### config.mk
export PLATFORM = sky130hd
export DESIGN_NAME = pllc_top
export DESIGN_NICKNAME = d
export VERILOG_FILES = /design/src/design/pllc_pkg.sv /design/src/design/pllc_out_div.sv /design/src/design/pllc_top.sv
export SDC_FILE = /design/constraint.sdc
export NUM_CORES = 1
export LEC_CHECK = 0
export BUFFER_PORTS_ARGS = -buffer_cell sky130_fd_sc_hd__buf_2
export CAP_MARGIN = 20
export CORE_ASPECT_RATIO = 0.75
export CORE_MARGIN = 3
export CORE_UTILIZATION = 45
export CTS_CLUSTER_SIZE = 16
export DETAILED_ROUTE_END_ITERATION = 12
export PLACE_DENSITY = 0.61
export RECOVER_POWER = 25
export SLEW_MARGIN = 20
export SYNTH_ARGS = -nofsm -noshare
export SYNTH_HDL_FRONTEND = slang
export SYNTH_SLANG_ARGS = --single-unit
### constraint.sdc
create_clock -name clock -period 2.64 [get_ports clock]
set_input_delay 0 -clock clock [delete_from_list [all_inputs] [get_ports clock]]
set_output_delay 0 -clock clock [all_outputs]
set_load 0.02 [all_outputs]
### src/design/pllc_pkg.sv
// Constants and types shared by the loop control and configuration port
package pllc_pkg;

    // ------------------------------------------------------------------
    // Widths and counts
    // ------------------------------------------------------------------
    localparam int CLK_HZ   = 20_000_000;
    localparam int ADDR_W   = 5;
    localparam int DATA_W   = 8;
    localparam int NUM_OUT  = 4;
    localparam int NUM_REGS = 32;

    // ------------------------------------------------------------------
    // Configuration register indices
    // ------------------------------------------------------------------
    localparam logic [4:0] REG_DIV_BASE = 5'h00;
    localparam logic [4:0] REG_PH_BASE  = 5'h04;
    localparam logic [4:0] REG_M_DIV    = 5'h08;
    localparam logic [4:0] REG_PH_SRC   = 5'h09;
    localparam int         SRC_BIT      = 0;

    // ------------------------------------------------------------------
    // Reset values
    // ------------------------------------------------------------------
    localparam logic [7:0] RST_DIV  = 8'h03;
    localparam logic [7:0] RST_PH   = 8'h00;
    localparam logic [7:0] RST_M    = 8'h03;
    localparam logic [7:0] RST_SRC  = 8'h00;
    localparam logic [7:0] RST_ZERO = 8'h00;

    // Feedback wraps needed before lock is declared
    localparam logic [7:0] LOCK_EDGES = 8'h08;

    // ------------------------------------------------------------------
    // States
    // ------------------------------------------------------------------
    typedef enum logic [1:0] {
        BUS_IDLE = 2'b01,
        BUS_ACK  = 2'b10
    } pllc_bus_t;

    typedef enum logic [2:0] {
        LOOP_DOWN   = 3'b001,
        LOOP_ACQ    = 3'b010,
        LOOP_LOCKED = 3'b100
    } pllc_loop_t;

endpackage

### src/design/pllc_out_div.sv
// One output clock divider with phase offset and output gate
`timescale 1ns/1ns
module pllc_out_div (
    // Clock and reset
    input  wire logic       clock,
    input  wire logic       srst,
    // Control
    input  wire logic       div_rst,
    input  wire logic       run,
    input  wire logic       gate,
    input  wire logic [7:0] divide,
    input  wire logic [7:0] phase,
    // Output clock
    output logic            clk_out
);

    logic [7:0] cnt_r;
    logic       tgl_r;
    logic       out_r;

    // ------------------------------------------------------------------
    // Divider, phase offset loaded on reset
    // ------------------------------------------------------------------
    always_ff @(posedge clock) begin
        if (srst || div_rst || !run) begin
            cnt_r <= phase;
            tgl_r <= 1'b0;
        end else if (cnt_r >= divide) begin
            cnt_r <= pllc_pkg::RST_ZERO;
            tgl_r <= ~tgl_r;
        end else begin
            cnt_r <= cnt_r + 8'h01;
        end
    end

    // ------------------------------------------------------------------
    // Output gate
    // ------------------------------------------------------------------
    always_ff @(posedge clock) begin
        if (srst) begin
            out_r <= 1'b0;
        end else begin
            out_r <= tgl_r & gate & run;
        end
    end

    assign clk_out = out_r;
endmodule

### src/design/pllc_top.sv
// Loop control boundary and configuration data bus port
`timescale 1ns/1ns
module pllc_top (
    // Clock and reset
    input  wire logic       clock,
    input  wire logic       srst,
    // Loop control
    input  wire logic       loop_reset,
    input  wire logic       full_loop_reset,
    input  wire logic       out_b_divider_reset,
    input  wire logic       out_c_divider_reset,
    input  wire logic       power_down_req,
    // Output gates
    input  wire logic       primary_out_gate,
    input  wire logic       out_a_gate,
    input  wire logic       out_b_gate,
    input  wire logic       out_c_gate,
    // Output clocks and status
    output logic            primary_out_clk,
    output logic            secondary_out_clk_a,
    output logic            secondary_out_clk_b,
    output logic            secondary_out_clk_c,
    output logic            loop_locked,
    output logic            phase_ctrl_source_flag,
    // Configuration bus
    input  wire logic       cfg_bus_reset,
    input  wire logic       cfg_bus_strobe,
    input  wire logic       cfg_bus_write_en,
    input  wire logic [4:0] cfg_bus_addr,
    input  wire logic [7:0] cfg_bus_wdata,
    output logic      [7:0] cfg_bus_rdata,
    output logic            cfg_bus_ack
);

    logic [7:0]          regs_r [0:pllc_pkg::NUM_REGS-1];
    pllc_pkg::pllc_bus_t bus_st_r;
    pllc_pkg::pllc_loop_t loop_st_r;
    logic                ack_r;
    logic [7:0]          rdata_r;
    logic                src_r;
    logic                lock_r;
    logic [7:0]          m_cnt_r;
    logic [7:0]          lock_cnt_r;
    logic                accept;
    logic                fb_wrap;
    logic                run;
    logic [3:0]          gate_w;
    logic [3:0]          drst_w;
    logic [3:0]          clk_w;

    function automatic logic [7:0] reg_default(input int idx);
        logic [4:0] a;
        a = idx[4:0];
        if (a < pllc_pkg::REG_PH_BASE) begin
            reg_default = pllc_pkg::RST_DIV;
        end else if (a < pllc_pkg::REG_M_DIV) begin
            reg_default = pllc_pkg::RST_PH;
        end else if (a == pllc_pkg::REG_M_DIV) begin
            reg_default = pllc_pkg::RST_M;
        end else if (a == pllc_pkg::REG_PH_SRC) begin
            reg_default = pllc_pkg::RST_SRC;
        end else begin
            reg_default = pllc_pkg::RST_ZERO;
        end
    endfunction

    // ------------------------------------------------------------------
    // Configuration bus
    // ------------------------------------------------------------------
    assign accept = (bus_st_r == pllc_pkg::BUS_IDLE) && cfg_bus_strobe && !cfg_bus_reset;

    always_ff @(posedge clock) begin
        if (srst || cfg_bus_reset) begin
            bus_st_r <= pllc_pkg::BUS_IDLE;
            ack_r    <= 1'b0;
            rdata_r  <= pllc_pkg::RST_ZERO;
        end else begin
            case (bus_st_r)
                pllc_pkg::BUS_IDLE: begin
                    if (accept) begin
                        bus_st_r <= pllc_pkg::BUS_ACK;
                        ack_r    <= 1'b1;
                        rdata_r  <= regs_r[cfg_bus_addr];
                    end
                end
                pllc_pkg::BUS_ACK: begin
                    bus_st_r <= pllc_pkg::BUS_IDLE;
                    ack_r    <= 1'b0;
                end
                default: begin
                    bus_st_r <= pllc_pkg::BUS_IDLE;
                    ack_r    <= 1'b0;
                end
            endcase
        end
    end

    // Settings survive bus reset; only the block reset restores them
    always_ff @(posedge clock) begin
        if (srst) begin
            for (int i = 0; i < pllc_pkg::NUM_REGS; i++) begin
                regs_r[i] <= reg_default(i);
            end
        end else if (accept && cfg_bus_write_en) begin
            regs_r[cfg_bus_addr] <= cfg_bus_wdata;
        end
    end

    always_ff @(posedge clock) begin
        if (srst) begin
            src_r <= 1'b0;
        end else begin
            src_r <= regs_r[pllc_pkg::REG_PH_SRC][pllc_pkg::SRC_BIT];
        end
    end

    // ------------------------------------------------------------------
    // Feedback divider
    // ------------------------------------------------------------------
    assign fb_wrap = (loop_st_r != pllc_pkg::LOOP_DOWN) && (m_cnt_r >= regs_r[pllc_pkg::REG_M_DIV]);

    always_ff @(posedge clock) begin
        if (srst || full_loop_reset) begin
            m_cnt_r <= pllc_pkg::RST_ZERO;
        end else if (loop_st_r == pllc_pkg::LOOP_DOWN) begin
            m_cnt_r <= m_cnt_r;
        end else if (fb_wrap) begin
            m_cnt_r <= pllc_pkg::RST_ZERO;
        end else begin
            m_cnt_r <= m_cnt_r + 8'h01;
        end
    end

    // ------------------------------------------------------------------
    // Loop state and lock
    // ------------------------------------------------------------------
    always_ff @(posedge clock) begin
        if (srst) begin
            loop_st_r  <= pllc_pkg::LOOP_ACQ;
            lock_cnt_r <= pllc_pkg::RST_ZERO;
        end else if (power_down_req) begin
            loop_st_r  <= pllc_pkg::LOOP_DOWN;
            lock_cnt_r <= pllc_pkg::RST_ZERO;
        end else if (loop_reset || full_loop_reset) begin
            loop_st_r  <= pllc_pkg::LOOP_ACQ;
            lock_cnt_r <= pllc_pkg::RST_ZERO;
        end else begin
            case (loop_st_r)
                pllc_pkg::LOOP_DOWN: begin
                    loop_st_r <= pllc_pkg::LOOP_ACQ;
                end
                pllc_pkg::LOOP_ACQ: begin
                    if (fb_wrap) begin
                        lock_cnt_r <= lock_cnt_r + 8'h01;
                        if (lock_cnt_r == pllc_pkg::LOCK_EDGES - 8'h01) begin
                            loop_st_r <= pllc_pkg::LOOP_LOCKED;
                        end
                    end
                end
                pllc_pkg::LOOP_LOCKED: begin
                    loop_st_r <= pllc_pkg::LOOP_LOCKED;
                end
                default: begin
                    loop_st_r <= pllc_pkg::LOOP_ACQ;
                end
            endcase
        end
    end

    always_ff @(posedge clock) begin
        if (srst) begin
            lock_r <= 1'b0;
        end else begin
            lock_r <= (loop_st_r == pllc_pkg::LOOP_LOCKED);
        end
    end

    // ------------------------------------------------------------------
    // Output dividers
    // ------------------------------------------------------------------
    assign run    = (loop_st_r == pllc_pkg::LOOP_LOCKED);
    assign gate_w = {out_c_gate, out_b_gate, out_a_gate, primary_out_gate};
    assign drst_w = {out_c_divider_reset, out_b_divider_reset, 2'b00};

    for (genvar g = 0; g < pllc_pkg::NUM_OUT; g++) begin : g_out
        pllc_out_div u_div (
            .clock   (clock),
            .srst    (srst),
            .div_rst (drst_w[g]),
            .run     (run),
            .gate    (gate_w[g]),
            .divide  (regs_r[pllc_pkg::REG_DIV_BASE + 5'(g)]),
            .phase   (regs_r[pllc_pkg::REG_PH_BASE + 5'(g)]),
            .clk_out (clk_w[g])
        );
    end

    assign primary_out_clk        = clk_w[0];
    assign secondary_out_clk_a    = clk_w[1];
    assign secondary_out_clk_b    = clk_w[2];
    assign secondary_out_clk_c    = clk_w[3];
    assign loop_locked            = lock_r;
    assign phase_ctrl_source_flag = src_r;
    assign cfg_bus_rdata          = rdata_r;
    assign cfg_bus_ack            = ack_r;
endmodule

# Yosys cells after proc, flatten, opt, wreduce, memory -nomap -nowiden
# Memory sizes are Yosys's and may differ from the RTL's. A register that Yosys moved wholly into a read port is not among the register bits.
# Cells that the tools add are included.
# totals
mem_count,1
ramBits,256
output_inout_bits,15
reg_bits,63
wordCells,99
# op_classes
muxes,24
n_bitwise,13
reduce_logical,21
addsub,6
magnitude_cmp,5
n_eq_ne,10
# mem_list
memory,depth,width,rd,rd_ports_with_merged_regs,write_ports,line,rtl
regs_r,32,8,11,2,32,pllc_top.sv:35,logic [7:0] regs_r [0:pllc_pkg::NUM_REGS-1];
# op_table
cell,n
two-way mux 8 bit,12
adder 8 x 1 -> 8 bit (second input constant),6
greater-or-equal comparator 8 bit,5
AND 1 bit,8
equality test 8 x 3 -> 1 bit (second input constant),1
logical OR 1 bit,8
inequality test 4 bit (second input constant),2
AND reduction 2 bit,4
OR reduction 8 bit,1
two-way mux 1 bit,6
two-way mux 3 bit,2
one-hot mux 3 bit (2 select lines),1
two-way mux 5 bit,1
NOT 1 bit,5
logical AND 1 bit,4
two-way mux 2 bit,2
inequality test 2 bit (second input constant),2
equality test 3 x 1 -> 1 bit (second input constant),1
equality test 3 x 2 -> 1 bit (second input constant),1
equality test 3 bit (second input constant),1
inequality test 3 x 1 -> 1 bit (second input constant),1
OR reduction 3 bit,1
equality test 2 x 1 -> 1 bit (second input constant),1
zero test 1 bit,2
OR reduction 2 bit,1

# Logic depth before layout (Yosys ltp)
# Gate-level depths: netlist of run 1.
# depth
depth_word,9
mapped_depth,8
depth_no_buf,7

# By module
# From an unflattened synthesis of run 1, not the netlist that was laid out.
# hier_totals
cells_unflattened,1307
hier_area_um2,16205.5
# by_module_without_submodules
mod,n_inst,area_per_inst_um2,cells_per_inst
pllc_top,1,13467.9,1007
pllc_out_div,4,684.4,75

# Worst setup path before layout of run 1
# OpenSTA, ideal clock, no wires.
# synth_timing
path_type,reg2reg
startpoint,reg m_cnt_r[0]
endpoint,reg m_cnt_r[0]
path_slack_ns,0.536
n_path_buf,0
period_less_slack_ns,2.104
t_arrival_ns,2.039
path_stages_with_launch,8
path_cell_list,dfxtp_1 > inv_1 > ha_1 > nand2b_4 > a2111o_1 > a221o_1 > a211o_1 > nor2_1
# synth_between
elab_chain_len,3
elab_cells_between_ends,4
cone_classes,1 x add/sub; 1 x order compare; 1 x mux; 1 x reduce/logical
# synth_lines
element,line,rtl
"start, declared",pllc_top.sv:42,logic [7:0] m_cnt_r;
"start signal, assigned",pllc_top.sv:124,m_cnt_r <= pllc_pkg::RST_ZERO;
"start signal, assigned",pllc_top.sv:126,m_cnt_r <= m_cnt_r;
"start signal, assigned",pllc_top.sv:128,m_cnt_r <= pllc_pkg::RST_ZERO;
greater-or-equal comparator 8 bit,pllc_top.sv:120,assign fb_wrap = (loop_st_r != pllc_pkg::LOOP_DOWN) && (m_cnt_r >= regs_r[pllc_pkg::REG_M_DIV]);
logical AND 1 bit,pllc_top.sv:120,
two-way mux 8 bit (*),pllc_top.sv:127,end else if (fb_wrap) begin
# Mark *: on every way between the ends. The rest lies on a longest branch, timed or not.
# A chain may end at the register's enable or synchronous reset.

==> impl_metrics.ini, run 1 <==
[cells_and_area]
antenna_cells = 0
drive_gt1_share_pct = 14.5
final_nets = 1426
multi_input_area_um2 = 6380
seq_area_um2 = 9110
synthToLayoutAreaGrowth_pct = 12.4
final_cells = 1836
final.fill_count = 3064

[power_and_ir_drop]
powerDensity_nw_per_um2 = 633
peakVddDrop_mv = 0.384
p_leak_nw = 6.78

[place]
dp_hpwl_um = 27700
dp.cells = 1761
gp_congestion = 0.867
numPortBuffers = 41

[timing]
final_max_slew_viol_count = 0
worst_pin_slew_ps = 813
period_needed_ps = 2320
fin_crit_sh_pct = 88.0
fmax_mhz = 430
finalSetupViolations = 0
final-hold-violation-count = 0
skew_ps = 10.9
slew_headroom_pct = 45.8
rsz0062_at_grt = false
setup_tns_ps = 0

[grt]
grt_pass1_vias = 9847
grt_max_degree = 41
antenna_found_initial = 1
grt_usage_pct = 21.5
grt_pass1_wl_um = 61700
grt.overflow.total = 0

[logic_synthesis]
avgSynthCellArea_um2 = 12.4
yosysSeqAreaShare_pct = 57.0
synthArstFlopShare_pct = 0
syn-num-nets = 1359
syn_inst = 1286
synth_seq_cells = 327
netlist_area_um2 = 16000
ys.flop_type = edfxtp_1
ys_warn_count = 0
ys_types = 61
synth-edff-count = 256

[floorplan]
die_w_um = 224
num_rows = 59
placeableCoreArea_um2 = 34800
die_h_um = 169
ios = 42
start_util_pct = 45.8
die_area_um2 = 37800

[clocking]
cts_tree = yes
clkTransAtPathRegs_ps = 60
clk_latency_ps = 530
cts_buffer_depth = 3
h-tree-depth = 2
clock-sinks = 327
clk_root_buffer_cell = clkbuf_16
numCtsBuffers = 35
cts_resized = 0

[setup_path]
rrSetupSlack_ps = 320
required_ps = 2850
rr_startpoint = bus_st_r[1]$_SDFFE_PP0P_
worstPathMaxFanout = 9
arrival_ps = 2530
rr_worst_depth = 6
start_kind = flip-flop
r2r-end = regs_r[31][2]$_SDFFCE_PN0P_
criticalPathCategory = reg -> reg
end_kind = flip-flop

[routing]
wl_um = 40600
num_vias = 10200
wl_met2_um = 17400
routed.top_layer = met4
met1Wirelength_um = 19800
routed_via_density = 5.56
met3_length_um = 2570
drt_first_pass_iters = 5
drc = 0
drt_iter0_markers = 889
wl_per_cell_um = 22.1
drtAntennaViolNets = 0

[hold_path]
worstHoldPathType = in -> reg
hold_start = cfg_bus_strobe
hold_path_depth = 4
hold_end = bus_st_r[1]$_SDFFE_PP0P_

[run_status]
status = finished, final reports clean

[run]
maxCapViolations = 0
worst max path at each step:
stage / cells after the start / to / from
2_1_floorplan: 7 / m_cnt_r[0]$_SDFFE_PP0P_ / m_cnt_r[0]$_SDFFE_PP0P_
3_3_place_gp: 5 / cfg_bus_rdata[4]$_SDFFE_PP0P_ / cfg_bus_addr[0]
3_5_place_dp: 7 / m_cnt_r[7]$_SDFFE_PP0P_ / m_cnt_r[0]$_SDFFE_PP0P_
4_1_cts: 7 / m_cnt_r[7]$_SDFFE_PP0P_ / m_cnt_r[0]$_SDFFE_PP0P_
5_1_grt: 6 / regs_r[31][2]$_SDFFCE_PN0P_ / bus_st_r[1]$_SDFFE_PP0P_
6_report: 6 / regs_r[31][2]$_SDFFCE_PN0P_ / bus_st_r[1]$_SDFFE_PP0P_
critical path, cell delays in order, from the launching register on:
cell,delay (ps)
dfxtp_1,330
and3b_1,240
and3_1,180
nand3_1,330
nor2_1,230
clkbuf_1,370
or2_2,330
area by class of cell:
cell class / count / share of cell area, %
Sequential cell: 327 / 50.7
Multi-Input combinational cell: 846 / 35.5
Clock buffer: 45 / 5.38
Timing Repair Buffer: 100 / 3.50
Tap cell: 457 / 3.19
Inverter: 43 / 0.899
Clock inverter: 18 / 0.753
cells by family (layout without fill, tap and decap cells):
family,after synthesis,count (layout),share of synthesized area (%)
and+or+nand+nor,534,534,19.0
DFF,327,327,57.0
AOI/OAI and AO/OA,139,139,6.09
buffers and inverters,113,206,3.02
muxes,96,96,9.56
adders and majority gates,46,46,3.60
xor gates and xnor gates,31,31,1.70
timing repair:
action / in CTS / in global routing
hold endpoints to repair: 35 / 0
setup buffers: 0 / 0
hold buffers: 12 / 0
power by group:
part           switching (mW)  internal [mW]  total (mW)
logic                   0.497          0.285       0.783
clock network            2.04           2.78        4.82
registers              0.0864           5.68        5.77
layer usage:
layer / vias to the layer above / GRT usage (%)
li1: 4783 / -
met2: 298 / 31.1
met4: 0 / 5.11
met5: - / 0
met1: 5065 / 33.7
met3: 56 / 3.99
cell usage in the layout, fill, tap and decap left out, types with 5 or more instances in the layout:
| cell | Yosys | final |
|---|---|---|
| nand3_1 | 23 | 23 |
| or3_1 | 13 | 13 |
| nor2b_1 | 8 | 8 |
| xnor2_1 | 13 | 13 |
| o21ai_0 | 24 | 24 |
| and2_1 | 249 | 215 |
| nor3_1 | 7 | 8 |
| ha_1 | 46 | 46 |
| and2_0 | 0 | 34 |
| nor4_1 | 6 | 6 |
| mux2i_1 | 48 | 48 |
| nand2b_1 | 20 | 20 |
| a211oi_1 | 6 | 7 |
| or2_2 | 39 | 37 |
| clkinv_1 | 0 | 9 |
| o211ai_1 | 6 | 6 |
| and3_1 | 12 | 12 |
| a21oi_1 | 23 | 23 |
| dfxtp_1 | 71 | 71 |
| clkbuf_16 | 0 | 37 |
| edfxtp_1 | 256 | 256 |
| mux4_2 | 45 | 45 |
| buf_4 | 4 | 31 |
| clkbuf_1 | 47 | 39 |
| buf_2 | 16 | 22 |
| nand4_1 | 5 | 5 |
| o31ai_1 | 33 | 33 |
| dlygate4sd3_1 | 0 | 12 |
| clkinv_2 | 0 | 5 |
| nand2_1 | 74 | 74 |
| o22ai_1 | 11 | 11 |
| inv_1 | 43 | 43 |
| nor2_1 | 56 | 56 |
| xor2_1 | 18 | 18 |
cells in the mapped netlist (all sizes together) (12+ instances only):
cell    instances  area share (%)
nand3          23            0.72
or3            13            0.51
ha             46             3.6
mux2i          48             3.0
o21ai          25            0.78
clkbuf         47             1.1
mux4           45             6.3
xor2           18            0.99
buf            23            0.90
o31ai          33             1.6
edfxtp        256              48
nand2          74             1.7
and3           12            0.47
nor2           57             1.4
nand2b         21            0.87
and2          249             9.8
xnor2          13            0.71
or2            39             1.5
inv            43             1.0
a21oi          23            0.72
dfxtp          71             8.9
through the flow:
stage	power (mW)	instance area, um2	util [%]	setup slack, ps	hold WS (ps)
after floorplan	6.35	16000	-	536	153
after global placement	6.64	16800	48.3	328	232
after detailed placement	6.65	16800	48.3	362	234
after CTS	11.5	18000	51.8	338	59.3
after global routing	11.7	17900	51.5	147	122
final	11.4	17900	51.5	316	92.7
state kept, by name, summed over array words and instances, names as in the netlist, 3 cells and up:
| name | flops |
|---|---|
| regs_r | 256 |
| loop_st_r | 3 |
| m_cnt_r | 8 |
| g_out.u_div.cnt_r | 32 |
| lock_cnt_r | 8 |
| g_out.u_div.tgl_r | 4 |
| cfg_bus_rdata | 8 |
| g_out.u_div.clk_out | 4 |
Power figures use the tool's default switching activity.
==> run 2: changes to the inputs <==
Settings changed: CELL_PAD_IN_SITES_DETAIL_PLACEMENT set to 1, CELL_PAD_IN_SITES_GLOBAL_PLACEMENT set to 1, PLACE_DENSITY 0.61 to 0.71.
==> run 2 against run 1 <==
  * First-iteration DRC count rose by 0.11%
  * Die area stayed put
  * Design area up 0.29%
  * Sequential power is essentially flat
  * Flip-flop and latch count stayed put
  * Fmax is 3.5% lower
  * Cell count rose by 0.44%
  * Core utilization grew 0.15 points
  * Non-clock buffer count rose by 6
  * Hold slack got worse by 35 ps
  * Critical path type unchanged
==> impl_metrics.ini, run 2 (synthesis gave the netlist of run 1 again) <==
[power_and_ir_drop]
sw_frac_of_total_pct = 23.0
peakVddDrop_mv = 0.477
p_comb_share_pct = 7.0
p_seq_share_pct = 50.4
switchingPower_mw = 2.64
p_int_mw = 8.82
p_clk_share_pct = 42.5
p_leak_nw = 6.80
powerDensity_nw_per_um2 = 636

[place]
numPortBuffers = 41
gp_congestion = 0.847
dp_hpwl_um = 30900

[routing]
drtAntennaViolNets = 0
drt_iter0_markers = 890
wl_um = 44500
wl_per_cell_um = 24.1
drc = 0
drt_first_pass_iters = 5
routed_via_density = 5.70
num_vias = 10500

[cells_and_area]
top_register = regs_r
multi_input_area_um2 = 6380
final.fill_count = 3589
layout_commonest_cell = edfxtp_1
final_nets = 1433
mostFrequentLayoutCells = edfxtp_1 (256), and2_1 (185), nand2_1 (74)
largest_reg_flops = 256
seq_area_um2 = 9110
reg.largest.list = regs_r: 256 flops, g_out.u_div.cnt_r: 32 flops
synthToLayoutAreaGrowth_pct = 12.7
drive_gt1_share_pct = 15.1

[setup_path]
end_kind = flip-flop
rr_worst_depth = 7
cp-startpoint = bus_st_r[1]$_SDFFE_PP0P_
required_ps = 2890
endpoint = regs_r[10][2]$_SDFFCE_PN0P_
start_kind = flip-flop
worstPathMaxFanout = 9
arrival_ps = 2660
rrSetupSlack_ps = 230
rr_startpoint = bus_st_r[1]$_SDFFE_PP0P_
criticalPathCategory = reg -> reg
r2r-end = regs_r[10][2]$_SDFFCE_PN0P_

[clocking]
clkTransAtPathRegs_ps = 60
clock-sinks = 327
post_cts_buffers = 0
h-tree-depth = 2
cts_buffer_depth = 3
numCtsBuffers = 36
clk_root_buffer_cell = clkbuf_16
cts_tree = yes
clk_latency_ps = 520

[floorplan]
die_area_um2 = 37800
die_h_um = 169
ios = 42
placeableCoreArea_um2 = 34800
num_rows = 59
start_util_pct = 45.8
die_w_um = 224

[grt]
antenna_found_initial = 4
grt_usage_pct = 23.9
grt_pass1_wl_um = 68400
grt.overflow.total = 0
grt_pass1_vias = 11100
grt_max_degree = 40

[hold_path]
worstHoldPathType = in -> reg
hold_path_depth = 4
hold_start = cfg_bus_strobe

[timing]
final_max_slew_viol_count = 0
finalSetupViolations = 0
rsz0062_at_grt = false
setup_tns_ps = 0
fin_crit_sh_pct = 91.3
final-hold-violation-count = 0
skew_ps = 13.8
period_needed_ps = 2410
slew_headroom_pct = 32.6
fmax_mhz = 415
holdWs_ps = 58.0
worst_pin_slew_ps = 1010

[run_status]
status = finished, final reports clean

[run]
maxCapViolations = 0
## run 2: critical path: stages, from the launching register on
cell	delay, ps
dfxtp_1	370
and3b_1	220
and3_1	200
nand3b_1	190
clkbuf_1	460
nor3_2	60
clkbuf_1	200
or2_2	420
## run 2: cell type report
type / instances / area share, %
Clock inverter: 15 / 0.639
Timing Repair Buffer: 106 / 3.68
Clock buffer: 49 / 5.56
Sequential cell: 327 / 50.6
Inverter: 43 / 0.897
Antenna cell: 1 / 0.0139
Multi-Input combinational cell: 846 / 35.4
Tap cell: 457 / 3.18
## run 2: per-stage QoR
| step | util (%) | setup slack (ps) | cell area (um2) | std cells | total power [mW] |
|---|---|---|---|---|---|
| global route | 51.7 | 88.6 | 18000 | 1844 | 11.8 |
| global placement | 48.4 | 343 | 16900 | 1767 | 6.65 |
| floorplan | - | 536 | 16000 | 1286 | 6.35 |
| finish | 51.7 | 231 | 18000 | 1844 | 11.5 |
| detailed placement | 48.4 | 308 | 16900 | 1767 | 6.68 |
| CTS | 51.9 | 297 | 18100 | 1843 | 11.6 |
## run 2: power by group through the flow
stage	clock [mW]	combinational (mW)	sequential [mW]
detailed placement	0	0.791	5.89
global route	5.18	0.873	5.79
floorplan	0	0.507	5.84
finish	4.87	0.805	5.78
CTS	4.97	0.810	5.78
global placement	0	0.770	5.88
## run 2: worst min path at each step
stage | to | slack, ps
2_1_floorplan | g_out[0].u_div.clk_out$_SDFF_PP0_ | 150
3_3_place_gp | g_out[0].u_div.clk_out$_SDFF_PP0_ | 230
3_5_place_dp | g_out[1].u_div.clk_out$_SDFF_PP0_ | 240
4_1_cts | bus_st_r[1]$_SDFFE_PP0P_ | 30
5_1_grt | bus_st_r[1]$_SDFFE_PP0P_ | 80
6_report | bus_st_r[1]$_SDFFE_PP0P_ | 60
## run 2: routing by layer
metal | part of all wire, % | wire [um] | global-route usage [%] | vias to the layer above
met5 | 0 | 0 | 0 | -
met1 | 47 | 20700 | 35.1 | 5371
met3 | 6.0 | 2670 | 3.42 | 69
li1 | - | - | - | 4779
met2 | 45 | 20100 | 37.9 | 294
met4 | 2.2 | 994 | 5.48 | 0
## run 2: what timing repair did
action,CTS,global route
gates resized for setup,0,0
hold endpoints to repair,33,0
hold buffers,12,0
==> run 3: changes to the inputs <==
Settings changed: SYNTH_HIERARCHICAL set to 1.
==> run 3 against run 2 <==
  * Setup slack worse by 20 ps
  * Register-to-register slack got worse by 20 ps
  * Non-clock buffer count is 19 lower
  * Combinational power increased by 2.7%
  * Via count grew 0.10%
  * First-iteration DRC count is 0.90% higher
  * Clock skew is 7.6 ps higher
  * Cell count is the same
  * Sequential power about the same
  * Die area rose by 1.4%
  * Fmax decreased by 0.83%
  * Routed wire length is 2.0% higher
  * Critical endpoint is now regs_r[22][1]$_SDFFCE_PN0P_
  * Highest routed layer unchanged
==> impl_metrics.ini, run 3 <==
[logic_synthesis]
ys_types = 61
ys.flop_type = edfxtp_1
synth-edff-count = 256
ys_warn_count = 6
synthArstFlopShare_pct = 0
synth.most_common_cell = edfxtp_1
synth.top_cells.by_count = edfxtp_1 (256), and2_1 (246), dfxtp_1 (71)
synth_seq_cells = 327
netlist_area_um2 = 16200
synth_area_leader_cell = edfxtp_1
avgSynthCellArea_um2 = 12.4
synth_top_area_share_pct = 47.4
yosysSeqAreaShare_pct = 56.2
synthTopCellsByArea = edfxtp_1 (47%), and2_1 (9.5%), dfxtp_1 (8.8%)
syn_inst = 1307

[routing]
drc = 0
drtAntennaViolNets = 0
drt_iter0_markers = 898
routed_via_density = 5.71
drt_first_pass_iters = 6
num_vias = 10500
wl_per_cell_um = 24.6
wl_um = 45400

[place]
dp_hpwl_um = 31000
numPortBuffers = 41
place_ws_ps = 260
dp.cells = 1773
gp_congestion = 0.846

[grt]
grt_max_degree = 37
grt_usage_pct = 24.2
grt_util_met3_pct = 4.62
antenna_found_initial = 0
grt_pass1_vias = 11000
grt_use_met1_pct = 33.9
grt.busiest_layer = met2
grt.overflow.total = 0
met2_usage_pct = 39.0
grt_pass1_wl_um = 69000

[cells_and_area]
reg.largest.list = regs_r: 256 flops, g_out.u_div/cnt_r: 32 flops
final_nets = 1437
synthToLayoutAreaGrowth_pct = 11.7
drive_gt1_share_pct = 15.4
top_register = regs_r
multi_input_area_um2 = 6580
mostFrequentLayoutCells = edfxtp_1 (256), and2_1 (208), dfxtp_1 (71)
final.fill_count = 3562
largest_reg_flops = 256
final_cells = 1844
layout_commonest_cell = edfxtp_1
seq_area_um2 = 9110
antenna_cells = 0

[timing]
period_needed_ps = 2430
fin_ws_ps = 211
final_max_slew_viol_count = 0
slew_headroom_pct = 43.0
worst_pin_slew_ps = 855
holdWs_ps = 186
rsz0062_at_grt = false
fmax_mhz = 412
setup_tns_ps = 0
fin_crit_sh_pct = 92.0
final-hold-violation-count = 0
skew_ps = 21.4
finalSetupViolations = 0

[run]
maxCapViolations = 0

[hold_path]
worstHoldPathType = in -> reg

[clocking]
cts_resized = 0
clock-sinks = 327
numCtsBuffers = 36
clk_latency_ps = 530
cts_tree = yes
clkTransAtPathRegs_ps = 60
h-tree-depth = 2
cts_buffer_depth = 3
clk_root_buffer_cell = clkbuf_16

[power_and_ir_drop]
p_leak_nw = 6.84
powerDensity_nw_per_um2 = 630
p_int_mw = 8.72
switchingPower_mw = 2.69
p_comb_share_pct = 7.2
sw_frac_of_total_pct = 23.5
peakVddDrop_mv = 0.403
p_clk_share_pct = 42.1
p_total_mw = 11.4
p_seq_share_pct = 50.7

[floorplan]
die_h_um = 170
placeableCoreArea_um2 = 35100
die_w_um = 225
num_rows = 59
start_util_pct = 46.2
ios = 42
die_area_um2 = 38300

[setup_path]
required_ps = 2790
arrival_ps = 2580
criticalPathCategory = reg -> reg
worstPathMaxFanout = 8
end_kind = flip-flop
start_kind = flip-flop

[run_status]
status = finished, final reports clean
==> run 3: stage by stage <==
| stage | area, um2 | util (%) |
|---|---|---|
| 4_1_cts | 18200 | 51.8 |
| 6_report | 18100 | 51.6 |
| 2_1_floorplan | 16200 | - |
| 3_3_place_gp | 17000 | 48.4 |
| 5_1_grt | 18100 | 51.6 |
| 3_5_place_dp | 17000 | 48.4 |
==> run 3: power by group through the flow <==
stage               clock (mW)  sequential [mW]  combinational, mW
floorplan                    0             5.84              0.530
global placement             0             5.88              0.800
detailed placement           0             5.89              0.818
CTS                       4.90             5.78              0.833
global route              5.11             5.79              0.890
finish                    4.80             5.78              0.827
==> run 3: final timing paths <==
kind | slack [ps] | end | cells after the start | from
max | 210 | regs_r[22][1]$_SDFFCE_PN0P_ | 7 | bus_st_r[1]$_SDFFE_PP0P_
min | 190 | cfg_bus_rdata[6]$_SDFFE_PP0P_ | 4 | cfg_bus_addr[3]
max reg2reg | 210 | regs_r[22][1]$_SDFFCE_PN0P_ | 7 | bus_st_r[1]$_SDFFE_PP0P_
min reg2reg | 480 | g_out[0].u_div/cnt_r[1]$_DFF_P_ | 2 | regs_r[4][1]$_SDFFCE_PN0P_
==> run 3: final cells by class <==
class                   instances  share of cell area, %
clock buffers                  42                   5.22
clock inverters                19                  0.774
inverters                      52                   1.08
multi-input cells             860                   36.4
flip-flops and latches        327                   50.3
well taps                     457                   3.16
repair buffers                 87                   3.09
==> run 3: logic make-up after synthesis <==
| group | count (synthesis) | synth area share (%) |
|---|---|---|
| fa+ha+maj | 46 | 3.55 |
| flops | 327 | 56.2 |
| xor+xnor | 36 | 1.95 |
| compound gates | 138 | 6.83 |
| simple gates | 541 | 18.9 |
| mux | 97 | 9.28 |
| buf+inv | 121 | 3.21 |
| other cells | 1 | 0.0231 |
==> run 3: metal layers <==
metal | wire [um] | vias up | share of wire (%)
met3 | 3030 | 73 | 6.7
li1 | - | 4818 | -
met4 | 1050 | 0 | 2.3
met1 | 20300 | 5324 | 45
met2 | 21100 | 309 | 46
met5 | 0 | - | 0
==> run 3: worst max-delay path: stages, from the launching register on <==
cell and delay [ps]:
dfxtp_1 310, and4bb_1 280, nand3b_1 110, inv_1 80
nand3_1 130, clkbuf_1 340, nor2_1 200, or2_0 590
==> run 3: what timing repair did <==
item                       CTS  global route
setup buffers                0             0
hold endpoints to repair    24             0
setup endpoints to repair    0             0
hold buffers                10             0
